===== src/bp_storm_map.svh =====
// Summary of operation
// - Backpressure starts and stops like flow control
// - Congest port when received frame's destination busy
// - Send preamble carrier so stations defer
// - Drop carrier briefly after time, reassert quickly
// - Queued frames interrupt carrier and get sent
// - Resume carrier when queue empties, until free
// - Collision: skip back-off, assert carrier immediately
// - Aggressive back-off and no-excessive-drop enable bits
// - Both enables reset cleared, standard behaviour
// - After 16 collisions drop or retry per setting
// - Broadcast goes to all ports except source
// - Global option counts multicast with broadcast
// - Global storm limit, per-port enable bit seven
// - Interval 67 ms at 100M, 670 ms at 10M
// - Clear counter each interval, then count traffic
// - Eleven-bit limit in two fields, reset 0x63
`ifndef BP_STORM_MAP_SVH
`define BP_STORM_MAP_SVH

// Core clock period
`define CLK_PERIOD_NS 40

// Backpressure carrier timing
`define BP_CARRIER_MAX_NS 40000
`define BP_CARRIER_MAX_CYC (`BP_CARRIER_MAX_NS / `CLK_PERIOD_NS)
`define IPG_MIN_NS 960
`define BP_GAP_NS 400
`define BP_GAP_CYC (`BP_GAP_NS / `CLK_PERIOD_NS)

// Storm measurement intervals
`define STORM_IVL_100_MS 67
`define STORM_IVL_10_MS 670
`define STORM_IVL_100_CYC (`STORM_IVL_100_MS * 1000000 / `CLK_PERIOD_NS)
`define STORM_IVL_10_CYC (`STORM_IVL_10_MS * 1000000 / `CLK_PERIOD_NS)

// Collision limit per frame
`define EXC_COL_LIMIT 5'h10

// Configuration selectors
`define CFG_SEL_G1 2'h0
`define CFG_SEL_G2 2'h1
`define CFG_SEL_G3 2'h2
`define CFG_SEL_PORT 2'h3

// Field positions
`define G1_AGGR_BACKOFF_BIT 8
`define G2_NO_EXC_DROP_BIT 3
`define G2_MCAST_STORM_BIT 5
`define G3_LIMIT_LO_MSB 2
`define G3_LIMIT_LO_LSB 0
`define G3_LIMIT_HI_MSB 15
`define G3_LIMIT_HI_LSB 8
`define P_STORM_EN_BIT 7

// Reset values
`define AGGR_BACKOFF_RST 1'b0
`define NO_EXC_DROP_RST 1'b0
`define MCAST_STORM_RST 1'b0
`define STORM_EN_RST 1'b0
`define STORM_LIMIT_RST 11'h063

// Forwarding mask of all three switch ports
`define FWD_ALL 3'h7

`endif


===== src/bp_storm_pkg.sv =====
package bp_storm_pkg;
    // Backpressure sequencer states
    typedef enum logic [1:0] {
        BP_IDLE,
        BP_CARRIER,
        BP_GAP,
        BP_YIELD
    } bp_state_t;

    // Queue word: forward mask, start, end, byte
    localparam int FIFO_WORD_W = 13;
    localparam int FIFO_DEPTH = 16;
endpackage : bp_storm_pkg


===== src/bp_fifo.sv =====
`timescale 1ns/1ps
`default_nettype none
module bp_fifo #(
    parameter int WIDTH = 13,
    parameter int DEPTH = 16
) (
    input wire logic clk_sys,
    input wire logic sys_rst,
    input wire logic in_valid,
    output logic in_ready,
    input wire logic [WIDTH-1:0] in_data,
    output logic out_valid,
    input wire logic out_ready,
    output logic [WIDTH-1:0] out_data,
    output logic [$clog2(DEPTH):0] level
);
    localparam int AW = $clog2(DEPTH);

    logic [WIDTH-1:0] mem [DEPTH];  // Storage array
    logic [AW-1:0] wr_ptr;  // Write index
    logic [AW-1:0] rd_ptr;  // Read index
    logic do_wr;
    logic do_rd;

    assign in_ready = (level != (AW+1)'(DEPTH));
    assign out_valid = (level != '0);
    assign out_data = mem[rd_ptr];
    assign do_wr = in_valid && in_ready;
    assign do_rd = out_valid && out_ready;

    // Storage write, no reset needed on data
    always_ff @(posedge clk_sys) begin
        if (do_wr) begin
            mem[wr_ptr] <= in_data;
        end
    end

    // Pointers and fill level
    always_ff @(posedge clk_sys) begin
        if (sys_rst) begin
            wr_ptr <= '0;
            rd_ptr <= '0;
            level <= '0;
        end else begin
            if (do_wr) begin
                wr_ptr <= wr_ptr + 1'b1;
            end
            if (do_rd) begin
                rd_ptr <= rd_ptr + 1'b1;
            end
            if (do_wr && !do_rd) begin
                level <= level + 1'b1;
            end else if (do_rd && !do_wr) begin
                level <= level - 1'b1;
            end
        end
    end
endmodule : bp_fifo
`default_nettype wire


===== src/storm_meter.sv =====
`timescale 1ns/1ps
`default_nettype none
`include "bp_storm_map.svh"
module storm_meter (
    input wire logic clk_sys,
    input wire logic sys_rst,
    input wire logic [24:0] ivl_len,
    input wire logic [10:0] limit,
    input wire logic hit,
    output logic over,
    output logic [10:0] count
);
    logic [24:0] ivl_timer;  // Cycles left in this interval
    logic ivl_start;  // Interval boundary

    assign ivl_start = (ivl_timer == '0);
    assign over = (count >= limit);

    // Interval timer reloads from the speed-chosen length
    always_ff @(posedge clk_sys) begin
        if (sys_rst) begin
            ivl_timer <= '0;
        end else if (ivl_start) begin
            ivl_timer <= ivl_len - 25'h1;
        end else begin
            ivl_timer <= ivl_timer - 25'h1;
        end
    end

    // Counter cleared at each boundary; a hit on the boundary counts in the new one
    always_ff @(posedge clk_sys) begin
        if (sys_rst) begin
            count <= '0;
        end else if (ivl_start) begin
            count <= hit ? 11'h001 : 11'h000;
        end else if (hit && count != 11'h7ff) begin
            count <= count + 11'h001;
        end
    end
endmodule : storm_meter
`default_nettype wire


===== src/backpressure_storm_control.sv =====
`timescale 1ns/1ps
`default_nettype none
`include "bp_storm_map.svh"
module backpressure_storm_control
    import bp_storm_pkg::*;
#(
    parameter int PORT_ID = 1,
    parameter logic [24:0] IVL_100_CYC = 25'(`STORM_IVL_100_CYC),
    parameter logic [24:0] IVL_10_CYC = 25'(`STORM_IVL_10_CYC)
) (
    input wire logic clk_sys,
    input wire logic sys_rst,
    // Configuration writes
    input wire logic cfg_we,
    input wire logic [1:0] cfg_sel,
    input wire logic [15:0] cfg_wdata,
    // Port and switch status
    input wire logic half_duplex,
    input wire logic link_100,
    input wire logic dest_busy,
    input wire logic tx_pending,
    input wire logic tx_busy,
    input wire logic tx_start,
    input wire logic tx_done,
    input wire logic phy_col,
    // Receive stream
    input wire logic rx_valid,
    output logic rx_ready,
    input wire logic [7:0] rx_data,
    input wire logic rx_sof,
    input wire logic rx_eof,
    input wire logic rx_is_bcast,
    input wire logic rx_is_mcast,
    input wire logic [2:0] rx_fwd_mask,
    // Stream toward the switch fabric
    output logic sw_valid,
    input wire logic sw_ready,
    output logic [7:0] sw_data,
    output logic sw_sof,
    output logic sw_eof,
    output logic [2:0] sw_fwd_mask,
    // Flow control and backpressure
    output logic fc_active,
    output logic xoff_req,
    output logic xon_req,
    output logic bp_carrier,
    output logic tx_grant,
    output logic backoff_skip,
    output logic aggr_backoff,
    output logic no_exc_drop,
    output logic exc_col_abort,
    // Storm status
    output logic storm_blocked,
    output logic storm_drop,
    output logic [10:0] storm_count
);
    localparam logic [9:0] CARRIER_MAX = 10'(`BP_CARRIER_MAX_CYC);
    localparam logic [9:0] GAP_LEN = 10'(`BP_GAP_CYC);
    localparam logic [2:0] SRC_BIT = 3'(1 << (PORT_ID - 1));

    // Configuration bits
    logic mcast_storm;  // Multicast counted with broadcast
    logic storm_en;  // This port's storm protection
    logic [10:0] storm_limit;  // Frames allowed per interval

    // Collision pin synchroniser and edge
    logic col_s1;
    logic col_s2;
    logic col_s3;
    logic col_rise;

    // Backpressure sequencer
    bp_state_t state;
    bp_state_t next_state;
    logic [9:0] bp_timer;  // Time spent in carrier or gap
    logic bp_need;  // Half-duplex backpressure required
    logic fc_prev;  // Delayed flow-control state
    logic [4:0] col_count;  // Collisions on the current frame

    // Receive side
    logic drop_frame;  // Rest of frame is discarded
    logic rx_take;  // Word accepted from the source
    logic storm_kind;  // Frame qualifies for storm control
    logic storm_over;  // Interval limit reached
    logic storm_hit;  // Qualifying frame start seen
    logic drop_now;  // This word is discarded
    logic [2:0] word_mask;  // Forward mask for this word
    logic [FIFO_WORD_W-1:0] fifo_in;
    logic [FIFO_WORD_W-1:0] fifo_out;
    logic fifo_in_valid;
    logic fifo_out_valid;
    logic fifo_out_ready;
    logic [$clog2(FIFO_DEPTH):0] fifo_level;

    // Global control one: aggressive back-off, reset cleared
    always_ff @(posedge clk_sys) begin
        if (sys_rst) begin
            aggr_backoff <= `AGGR_BACKOFF_RST;
        end else if (cfg_we && cfg_sel == `CFG_SEL_G1) begin
            aggr_backoff <= cfg_wdata[`G1_AGGR_BACKOFF_BIT];
        end
    end

    // Global control two: no excessive drop and multicast inclusion
    always_ff @(posedge clk_sys) begin
        if (sys_rst) begin
            no_exc_drop <= `NO_EXC_DROP_RST;
            mcast_storm <= `MCAST_STORM_RST;
        end else if (cfg_we && cfg_sel == `CFG_SEL_G2) begin
            no_exc_drop <= cfg_wdata[`G2_NO_EXC_DROP_BIT];
            mcast_storm <= cfg_wdata[`G2_MCAST_STORM_BIT];
        end
    end

    // Global control three: split eleven-bit storm limit
    always_ff @(posedge clk_sys) begin
        if (sys_rst) begin
            storm_limit <= `STORM_LIMIT_RST;
        end else if (cfg_we && cfg_sel == `CFG_SEL_G3) begin
            storm_limit <= {cfg_wdata[`G3_LIMIT_LO_MSB:`G3_LIMIT_LO_LSB],
                            cfg_wdata[`G3_LIMIT_HI_MSB:`G3_LIMIT_HI_LSB]};
        end
    end

    // This port's first control register: storm enable
    always_ff @(posedge clk_sys) begin
        if (sys_rst) begin
            storm_en <= `STORM_EN_RST;
        end else if (cfg_we && cfg_sel == `CFG_SEL_PORT) begin
            storm_en <= cfg_wdata[`P_STORM_EN_BIT];
        end
    end

    // Collision comes from the PHY pin, so it is synchronised first
    always_ff @(posedge clk_sys) begin
        if (sys_rst) begin
            col_s1 <= 1'b0;
            col_s2 <= 1'b0;
            col_s3 <= 1'b0;
        end else begin
            col_s1 <= phy_col;
            col_s2 <= col_s1;
            col_s3 <= col_s2;
        end
    end

    assign col_rise = col_s2 && !col_s3;

    // Congestion flag: set by a received frame whose destination is busy,
    // cleared once that resource frees up; the set takes priority
    always_ff @(posedge clk_sys) begin
        if (sys_rst) begin
            fc_active <= 1'b0;
        end else if (rx_take && rx_eof && dest_busy) begin
            fc_active <= 1'b1;
        end else if (!dest_busy) begin
            fc_active <= 1'b0;
        end
    end

    // Pause requests for full duplex follow the same flag
    always_ff @(posedge clk_sys) begin
        if (sys_rst) begin
            fc_prev <= 1'b0;
            xoff_req <= 1'b0;
            xon_req <= 1'b0;
        end else begin
            fc_prev <= fc_active;
            xoff_req <= !half_duplex && fc_active && !fc_prev;
            xon_req <= !half_duplex && !fc_active && fc_prev;
        end
    end

    assign bp_need = fc_active && half_duplex;

    // Next state of the carrier sequencer
    always_comb begin
        next_state = state;
        case (state)
            BP_IDLE: begin
                if (bp_need) begin
                    // Own frames first, otherwise jam the medium
                    next_state = tx_pending ? BP_YIELD : BP_CARRIER;
                end
            end
            BP_CARRIER: begin
                if (!bp_need) begin
                    next_state = BP_IDLE;
                end else if (tx_pending && !col_s2) begin
                    next_state = BP_YIELD;
                end else if (bp_timer == CARRIER_MAX - 10'h1) begin
                    next_state = BP_GAP;
                end
            end
            BP_GAP: begin
                // Gap is shorter than the interpacket gap, so nobody starts
                if (bp_timer == GAP_LEN - 10'h1) begin
                    next_state = bp_need ? BP_CARRIER : BP_IDLE;
                end
            end
            BP_YIELD: begin
                if (col_rise) begin
                    next_state = BP_CARRIER;
                end else if (!tx_pending && !tx_busy) begin
                    next_state = bp_need ? BP_CARRIER : BP_IDLE;
                end
            end
            default: begin
                next_state = BP_IDLE;
            end
        endcase
    end

    // Sequencer state register
    always_ff @(posedge clk_sys) begin
        if (sys_rst) begin
            state <= BP_IDLE;
        end else begin
            state <= next_state;
        end
    end

    // Carrier and gap timer restarts on every state change
    always_ff @(posedge clk_sys) begin
        if (sys_rst) begin
            bp_timer <= '0;
        end else if (next_state != state) begin
            bp_timer <= '0;
        end else if (state == BP_CARRIER || state == BP_GAP) begin
            bp_timer <= bp_timer + 10'h1;
        end
    end

    // Medium-side outputs, registered; carrier and grant from the next state, back-off skip from the current state
    always_ff @(posedge clk_sys) begin
        if (sys_rst) begin
            bp_carrier <= 1'b0;
            tx_grant <= 1'b1;
            backoff_skip <= 1'b0;
        end else begin
            bp_carrier <= (next_state == BP_CARRIER);
            tx_grant <= (next_state == BP_IDLE) || (next_state == BP_YIELD);
            // Back-off is bypassed for any collision while jamming or yielding
            backoff_skip <= col_rise && (state != BP_IDLE);
        end
    end

    // Collisions per frame; either enable keeps the frame alive past the limit,
    // which is what lossless half duplex needs
    always_ff @(posedge clk_sys) begin
        if (sys_rst) begin
            col_count <= '0;
            exc_col_abort <= 1'b0;
        end else begin
            exc_col_abort <= 1'b0;
            if (tx_start || tx_done) begin
                col_count <= '0;
            end else if (col_rise && tx_busy) begin
                if (col_count == `EXC_COL_LIMIT - 5'h1) begin
                    col_count <= '0;
                    exc_col_abort <= !(aggr_backoff || no_exc_drop);
                end else begin
                    col_count <= col_count + 5'h1;
                end
            end
        end
    end

    // Storm qualification and limit check at frame start
    assign storm_kind = rx_is_bcast || (mcast_storm && rx_is_mcast);
    assign rx_take = rx_valid && rx_ready;
    assign storm_hit = rx_take && rx_sof && storm_en && storm_kind;
    assign drop_now = rx_sof ? (storm_en && storm_kind && storm_over) : drop_frame;

    storm_meter u_meter (
        .clk_sys(clk_sys),
        .sys_rst(sys_rst),
        .ivl_len(link_100 ? IVL_100_CYC : IVL_10_CYC),
        .limit(storm_limit),
        .hit(storm_hit && !storm_over),
        .over(storm_over),
        .count(storm_count)
    );

    // Frame drop flag carries the start-of-frame decision to its end
    always_ff @(posedge clk_sys) begin
        if (sys_rst) begin
            drop_frame <= 1'b0;
            storm_drop <= 1'b0;
            storm_blocked <= 1'b0;
        end else begin
            storm_drop <= rx_take && rx_sof && drop_now;
            storm_blocked <= storm_en && storm_over;
            if (rx_take && rx_sof) begin
                drop_frame <= drop_now && !rx_eof;
            end else if (rx_take && rx_eof) begin
                drop_frame <= 1'b0;
            end
        end
    end

    // Broadcast goes everywhere but the ingress port
    assign word_mask = rx_is_bcast ? (`FWD_ALL & ~SRC_BIT) : rx_fwd_mask;
    assign fifo_in = {word_mask, rx_sof, rx_eof, rx_data};
    assign fifo_in_valid = rx_take && !drop_now;

    // Ready is registered and drops two words early, so one word of slack stays in the queue
    always_ff @(posedge clk_sys) begin
        if (sys_rst) begin
            rx_ready <= 1'b0;
        end else begin
            rx_ready <= fifo_level < ($clog2(FIFO_DEPTH)+1)'(FIFO_DEPTH - 2);
        end
    end

    bp_fifo #(
        .WIDTH(FIFO_WORD_W),
        .DEPTH(FIFO_DEPTH)
    ) u_fifo (
        .clk_sys(clk_sys),
        .sys_rst(sys_rst),
        .in_valid(fifo_in_valid),
        .in_ready(),
        .in_data(fifo_in),
        .out_valid(fifo_out_valid),
        .out_ready(fifo_out_ready),
        .out_data(fifo_out),
        .level(fifo_level)
    );

    assign fifo_out_ready = !sw_valid || sw_ready;

    // Output register toward the fabric; a stalled fabric fills the queue
    always_ff @(posedge clk_sys) begin
        if (sys_rst) begin
            sw_valid <= 1'b0;
            sw_data <= 8'h00;
            sw_sof <= 1'b0;
            sw_eof <= 1'b0;
            sw_fwd_mask <= 3'h0;
        end else if (fifo_out_ready) begin
            sw_valid <= fifo_out_valid;
            if (fifo_out_valid) begin
                {sw_fwd_mask, sw_sof, sw_eof, sw_data} <= fifo_out;
            end
        end
    end
endmodule : backpressure_storm_control
`default_nettype wire


===== config.mk =====
export PLATFORM = sky130hd
export DESIGN_NAME = backpressure_storm_control
export DESIGN_NICKNAME = d
export VERILOG_FILES = /design/src/bp_storm_pkg.sv /design/src/bp_fifo.sv /design/src/storm_meter.sv /design/src/backpressure_storm_control.sv
export VERILOG_INCLUDE_DIRS = /design/src
export SDC_FILE = /design/constraint.sdc
export NUM_CORES = 1
export LEC_CHECK = 0
export BUFFER_PORTS_ARGS = -buffer_cell sky130_fd_sc_hd__buf_2
export CELL_PAD_IN_SITES_DETAIL_PLACEMENT = 1
export CELL_PAD_IN_SITES_GLOBAL_PLACEMENT = 2
export CORE_UTILIZATION = 47
export DETAILED_ROUTE_END_ITERATION = 8
export GPL_ROUTABILITY_DRIVEN = 0
export PLACE_DENSITY_LB_ADDON = 0.1
export SYNTH_ARGS = -nofsm -noshare
export SYNTH_HDL_FRONTEND = slang
export SYNTH_SLANG_ARGS = --single-unit

===== constraint.sdc =====
create_clock -name clk_sys -period 5.2 [get_ports clk_sys]
set_input_delay 1.04 -clock clk_sys [delete_from_list [all_inputs] [get_ports clk_sys]]
set_output_delay 1.04 -clock clk_sys [all_outputs]
set_load 0.005 [all_outputs]

==> flow_summary.html <==
<table>
<tr><th>Metric</th><th>Value</th></tr>
<tr><th colspan="2">Floorplanning</th></tr>
<tr><td>Number of top-level design ports</td><td>83</td></tr>
<tr><td>Die X-Extent</td><td>169 um</td></tr>
<tr><td>Total die area</td><td>28700 sq um</td></tr>
<tr><td>Core outline area</td><td>27200 sq um</td></tr>
<tr><td>Floorplan die height</td><td>169 um</td></tr>
<tr><td>Num rows</td><td>60</td></tr>
<tr><td>Starting density of the core</td><td>48.4%</td></tr>
<tr><th colspan="2">Critical path</th></tr>
<tr><td>Crit. End Element</td><td>flop</td></tr>
<tr><td>Crit path from</td><td>u_meter.count[0]$_SDFFE_PP0P_</td></tr>
<tr><td>Worst reg2reg startpoint</td><td>u_meter.count[0]$_SDFFE_PP0P_</td></tr>
<tr><td>Element type at the critical path start</td><td>flop</td></tr>
<tr><td>Worst Path Required</td><td>5640 ps</td></tr>
<tr><td>Crit path kind</td><td>flop to flop</td></tr>
<tr><td>Arrival time at the worst endpoint</td><td>4470 ps</td></tr>
<tr><td>Maximum fanout along the worst path</td><td>17</td></tr>
<tr><td>Slack of the worst reg-to-reg path</td><td>1160 ps</td></tr>
<tr><th colspan="2">Global routing</th></tr>
<tr><td>GRT Residual Overflow</td><td>0</td></tr>
<tr><td>Number of antenna violations at the first check in global routing</td><td>0</td></tr>
<tr><td>Maximum number of pins on one net before global-route repair</td><td>75</td></tr>
<tr><td>Global-route wire length before repair</td><td>47200 um</td></tr>
<tr><td>Number of global-route vias before repair</td><td>8093</td></tr>
<tr><td>Total Routing Usage GR</td><td>22.0%</td></tr>
<tr><th colspan="2">Pwr</th></tr>
<tr><td>Maximum VDD drop</td><td>0.347 mV</td></tr>
<tr><td>Power per cell area</td><td>473 nW/um^2</td></tr>
<tr><td>Leakage</td><td>5.29 nW</td></tr>
<tr><th colspan="2">Yosys</th></tr>
<tr><td>Post-synth top flop</td><td>sky130_fd_sc_hd__edfxtp_1</td></tr>
<tr><td>Sequential-to-total area share from yosys stat</td><td>64.2%</td></tr>
<tr><td>Area of the mapped netlist</td><td>13200 sq um</td></tr>
<tr><td>Async S/R FF share, synth</td><td>0%</td></tr>
<tr><td>Seq cells post-synth</td><td>318</td></tr>
<tr><td>Number of synthesized flops with an enable pin</td><td>208</td></tr>
<tr><td>Number of distinct library cell variants in the gate-level netlist after synthesis</td><td>59</td></tr>
<tr><td>Net count of the mapped netlist</td><td>1010</td></tr>
<tr><td>Average footprint of a synthesized cell</td><td>14.1 sq um</td></tr>
<tr><td>Number of standard cells after synthesis</td><td>933</td></tr>
<tr><td>Syn. warnings</td><td>0</td></tr>
<tr><th colspan="2">Timing</th></tr>
<tr><td>Final max-slew violation count</td><td>0</td></tr>
<tr><td>Summed negative setup slack over all endpoints</td><td>0 ps</td></tr>
<tr><td>Max transition margin</td><td>33.5%</td></tr>
<tr><td>Final-report setup violation count</td><td>0</td></tr>
<tr><td>Actual transition at the worst max-transition pin</td><td>996 ps</td></tr>
<tr><td>Number of hold-slack violations in the final timing report</td><td>0</td></tr>
<tr><td>Worst-case clock skew</td><td>22.6 ps</td></tr>
<tr><td>RSZ-0062 raised after global routing</td><td>false</td></tr>
<tr><td>Hold Slack</td><td>427 ps</td></tr>
<tr><td>Upper clock frequency limit</td><td>0.248 GHz</td></tr>
<tr><td>Post-route fraction of the period consumed by the critical path</td><td>77.6%</td></tr>
<tr><td>Shortest period the worst path allows</td><td>4040 ps</td></tr>
<tr><th colspan="2">Place</th></tr>
<tr><td>Count of input and output buffers</td><td>80</td></tr>
<tr><td>Final HPWL from detailed placement</td><td>18800 um</td></tr>
<tr><th colspan="2">Clock tree</th></tr>
<tr><td>TritonCTS Buffers</td><td>36</td></tr>
<tr><td>CTS tree</td><td>yes</td></tr>
<tr><td>Clock slew seen by the registers of the worst setup and hold paths</td><td>60 ps</td></tr>
<tr><td>CTS resizes</td><td>0</td></tr>
<tr><td>Number of buffers inserted to repair setup after CTS</td><td>0</td></tr>
<tr><td>Latest clock arrival within the worst-skew pair</td><td>530 ps</td></tr>
<tr><td>Number of levels in the clock H-tree</td><td>2</td></tr>
<tr><td>Root Buffer</td><td>sky130_fd_sc_hd__clkbuf_16</td></tr>
<tr><td>Number of buffers between clock root and the deepest sink</td><td>3</td></tr>
<tr><td># clock sinks</td><td>318</td></tr>
<tr><td>Cts hold-fix bufs</td><td>0</td></tr>
<tr><th colspan="2">Finish</th></tr>
<tr><td>Most frequent cells in the layout</td><td>sky130_fd_sc_hd__edfxtp_1, sky130_fd_sc_hd__dfxtp_1, sky130_fd_sc_hd__buf_2, sky130_fd_sc_hd__nand2_1, sky130_fd_sc_hd__nor2_1</td></tr>
<tr><td>Fill count</td><td>2676</td></tr>
<tr><td>Total number of nets in the final design</td><td>1099</td></tr>
<tr><td>Final core occ</td><td>55.4%</td></tr>
<tr><td>ANT cells</td><td>0</td></tr>
<tr><td>Share of post-route cells with drive strength above 1</td><td>21.2%</td></tr>
<tr><td>Synth-to-Final Area Change</td><td>14.5%</td></tr>
<tr><td>Most common library cell in the layout ignoring fill and taps</td><td>sky130_fd_sc_hd__edfxtp_1</td></tr>
<tr><th colspan="2">Drt</th></tr>
<tr><td>Met3 WL</td><td>1460 um</td></tr>
<tr><td>Number of DRC markers after the initial detailed-route iteration</td><td>607</td></tr>
<tr><td>Via Count</td><td>7877</td></tr>
<tr><td>Met2 layer wire length in the routed design</td><td>15400 um</td></tr>
<tr><td>Wire length per cell</td><td>21.3 um</td></tr>
<tr><td>DR DRC count</td><td>0</td></tr>
<tr><td>Detailed-router iteration count before antenna repair</td><td>6</td></tr>
<tr><td>Routed wire length</td><td>30300 um</td></tr>
<tr><td>Antenna violation net count after detailed routing</td><td>0</td></tr>
<tr><td>Length of routed wiring on met1</td><td>12800 um</td></tr>
<tr><td>Via count normalized by instance count</td><td>5.54</td></tr>
<tr><td>Uppermost layer routed</td><td>met4</td></tr>
<tr><th colspan="2">Outcome</th></tr>
<tr><td>Status</td><td>finished, final reports clean</td></tr>
<tr><th colspan="2">Min path</th></tr>
<tr><td>Worst min path class</td><td>flop to flop</td></tr>
<tr><td>Worst Min Path Start</td><td>fc_prev$_SDFF_PP0_</td></tr>
<tr><th colspan="2">Job</th></tr>
<tr><td>Max cap viols</td><td>0</td></tr>
</table>
-- through the flow --
stage / instance area (sq um) / total power [W] / cells / worst slack [ps]
6_report: 15100 / 0.00713 / 1421 / 1160
5_1_grt: 15100 / 0.00746 / 1421 / 846
4_1_cts: 15100 / 0.00722 / 1421 / 1210
3_5_place_dp: 13900 / 0.00477 / 1356 / 917
3_3_place_gp: 13900 / 0.00473 / 1356 / 1030
2_1_floorplan: 13200 / 0.00432 / 933 / 1630
-- layer usage --
metal	GRT usage, %	vias to the layer above
li1	-	3725
met1	29.2	3920
met2	37.6	180
met3	2.94	52
met4	6.74	0
met5	0	-
-- worst paths after layout --
| kind | to | cells past startpoint |
|---|---|---|
| worst max-delay path | u_fifo.level[4]$_SDFFE_PP0P_ | 15 |
| worst min-delay path | xoff_req$_SDFF_PP0_ | 1 |
| worst min register to register | xoff_req$_SDFF_PP0_ | 1 |
| worst max register to register | u_fifo.level[4]$_SDFFE_PP0P_ | 15 |
-- worst max-delay path: stages (launching register included) --
cell and delay [ps]:
sky130_fd_sc_hd__dfxtp_1 510, sky130_fd_sc_hd__inv_1 80, sky130_fd_sc_hd__ha_1 290, sky130_fd_sc_hd__o21ai_0 200, sky130_fd_sc_hd__a221o_1 240, sky130_fd_sc_hd__a211oi_1 90
sky130_fd_sc_hd__buf_4 170, sky130_fd_sc_hd__nor2_1 630, sky130_fd_sc_hd__ha_1 330, sky130_fd_sc_hd__inv_1 110, sky130_fd_sc_hd__fa_1 410, sky130_fd_sc_hd__a21o_1 180
sky130_fd_sc_hd__a21oi_1 180, sky130_fd_sc_hd__xnor2_1 90, sky130_fd_sc_hd__or3_1 300, sky130_fd_sc_hd__a21oi_1 150
-- layout make-up --
class	instances	area [sq um]	area share, %
Timing Repair Buffer	87	453	3.01
Inverter	31	116	0.773
Clock inverter	18	145	0.964
Multi-Input combinational cell	548	4440	29.5
Clock buffer	47	983	6.53
Sequential cell	318	8450	56.1
Tap cell	372	465	3.09
-- state kept, by name, summed over array words and instances, names as in the netlist, 2 cells and up --
signal / count
u_fifo.level: 5
bp_timer: 10
u_meter.count: 11
u_fifo.rd_ptr: 4
u_meter.ivl_timer: 25
col_count: 5
sw_fwd_mask: 3
storm_limit: 11
u_fifo.wr_ptr: 4
sw_data: 8
state: 2
u_fifo.mem: 208
-- cell usage after synthesis (10+ instances only) --
library cell | n | share of area (%)
sky130_fd_sc_hd__buf_1 | 10 | 0.29
sky130_fd_sc_hd__or3_1 | 12 | 0.57
sky130_fd_sc_hd__edfxtp_1 | 208 | 47
sky130_fd_sc_hd__nor3_1 | 28 | 1.1
sky130_fd_sc_hd__mux4_2 | 65 | 11
sky130_fd_sc_hd__nand3_1 | 16 | 0.61
sky130_fd_sc_hd__ha_1 | 30 | 2.9
sky130_fd_sc_hd__o21ai_0 | 17 | 0.65
sky130_fd_sc_hd__xor2_1 | 18 | 1.2
sky130_fd_sc_hd__nor2b_1 | 13 | 0.62
sky130_fd_sc_hd__dfxtp_1 | 110 | 17
sky130_fd_sc_hd__a21oi_1 | 55 | 2.1
sky130_fd_sc_hd__nor2_1 | 67 | 1.9
sky130_fd_sc_hd__inv_1 | 30 | 0.86
sky130_fd_sc_hd__xnor2_1 | 13 | 0.87
sky130_fd_sc_hd__and3_1 | 22 | 1.0
sky130_fd_sc_hd__clkbuf_1 | 20 | 0.57
sky130_fd_sc_hd__or4_1 | 11 | 0.63
sky130_fd_sc_hd__nand2_1 | 77 | 2.2
sky130_fd_sc_hd__nand4_1 | 11 | 0.52
-- power by group --
group          internal [W]  switching, W
Combinational      0.000790      0.000795
Sequential          0.00287      0.000253
Clock               0.00140       0.00102
-- kinds of logic after synthesis --
group | Yosys count | share of synthesized area, %
DFF | 318 | 64.2
and+or+nand+nor | 290 | 11.1
AOI/OAI and AO/OA | 123 | 5.81
muxes | 73 | 11.7
buffers and inverters | 67 | 2.02
xor gates and xnor gates | 31 | 2.06
adders and majority gates | 31 | 3.01
Power figures use the tool's default switching activity.
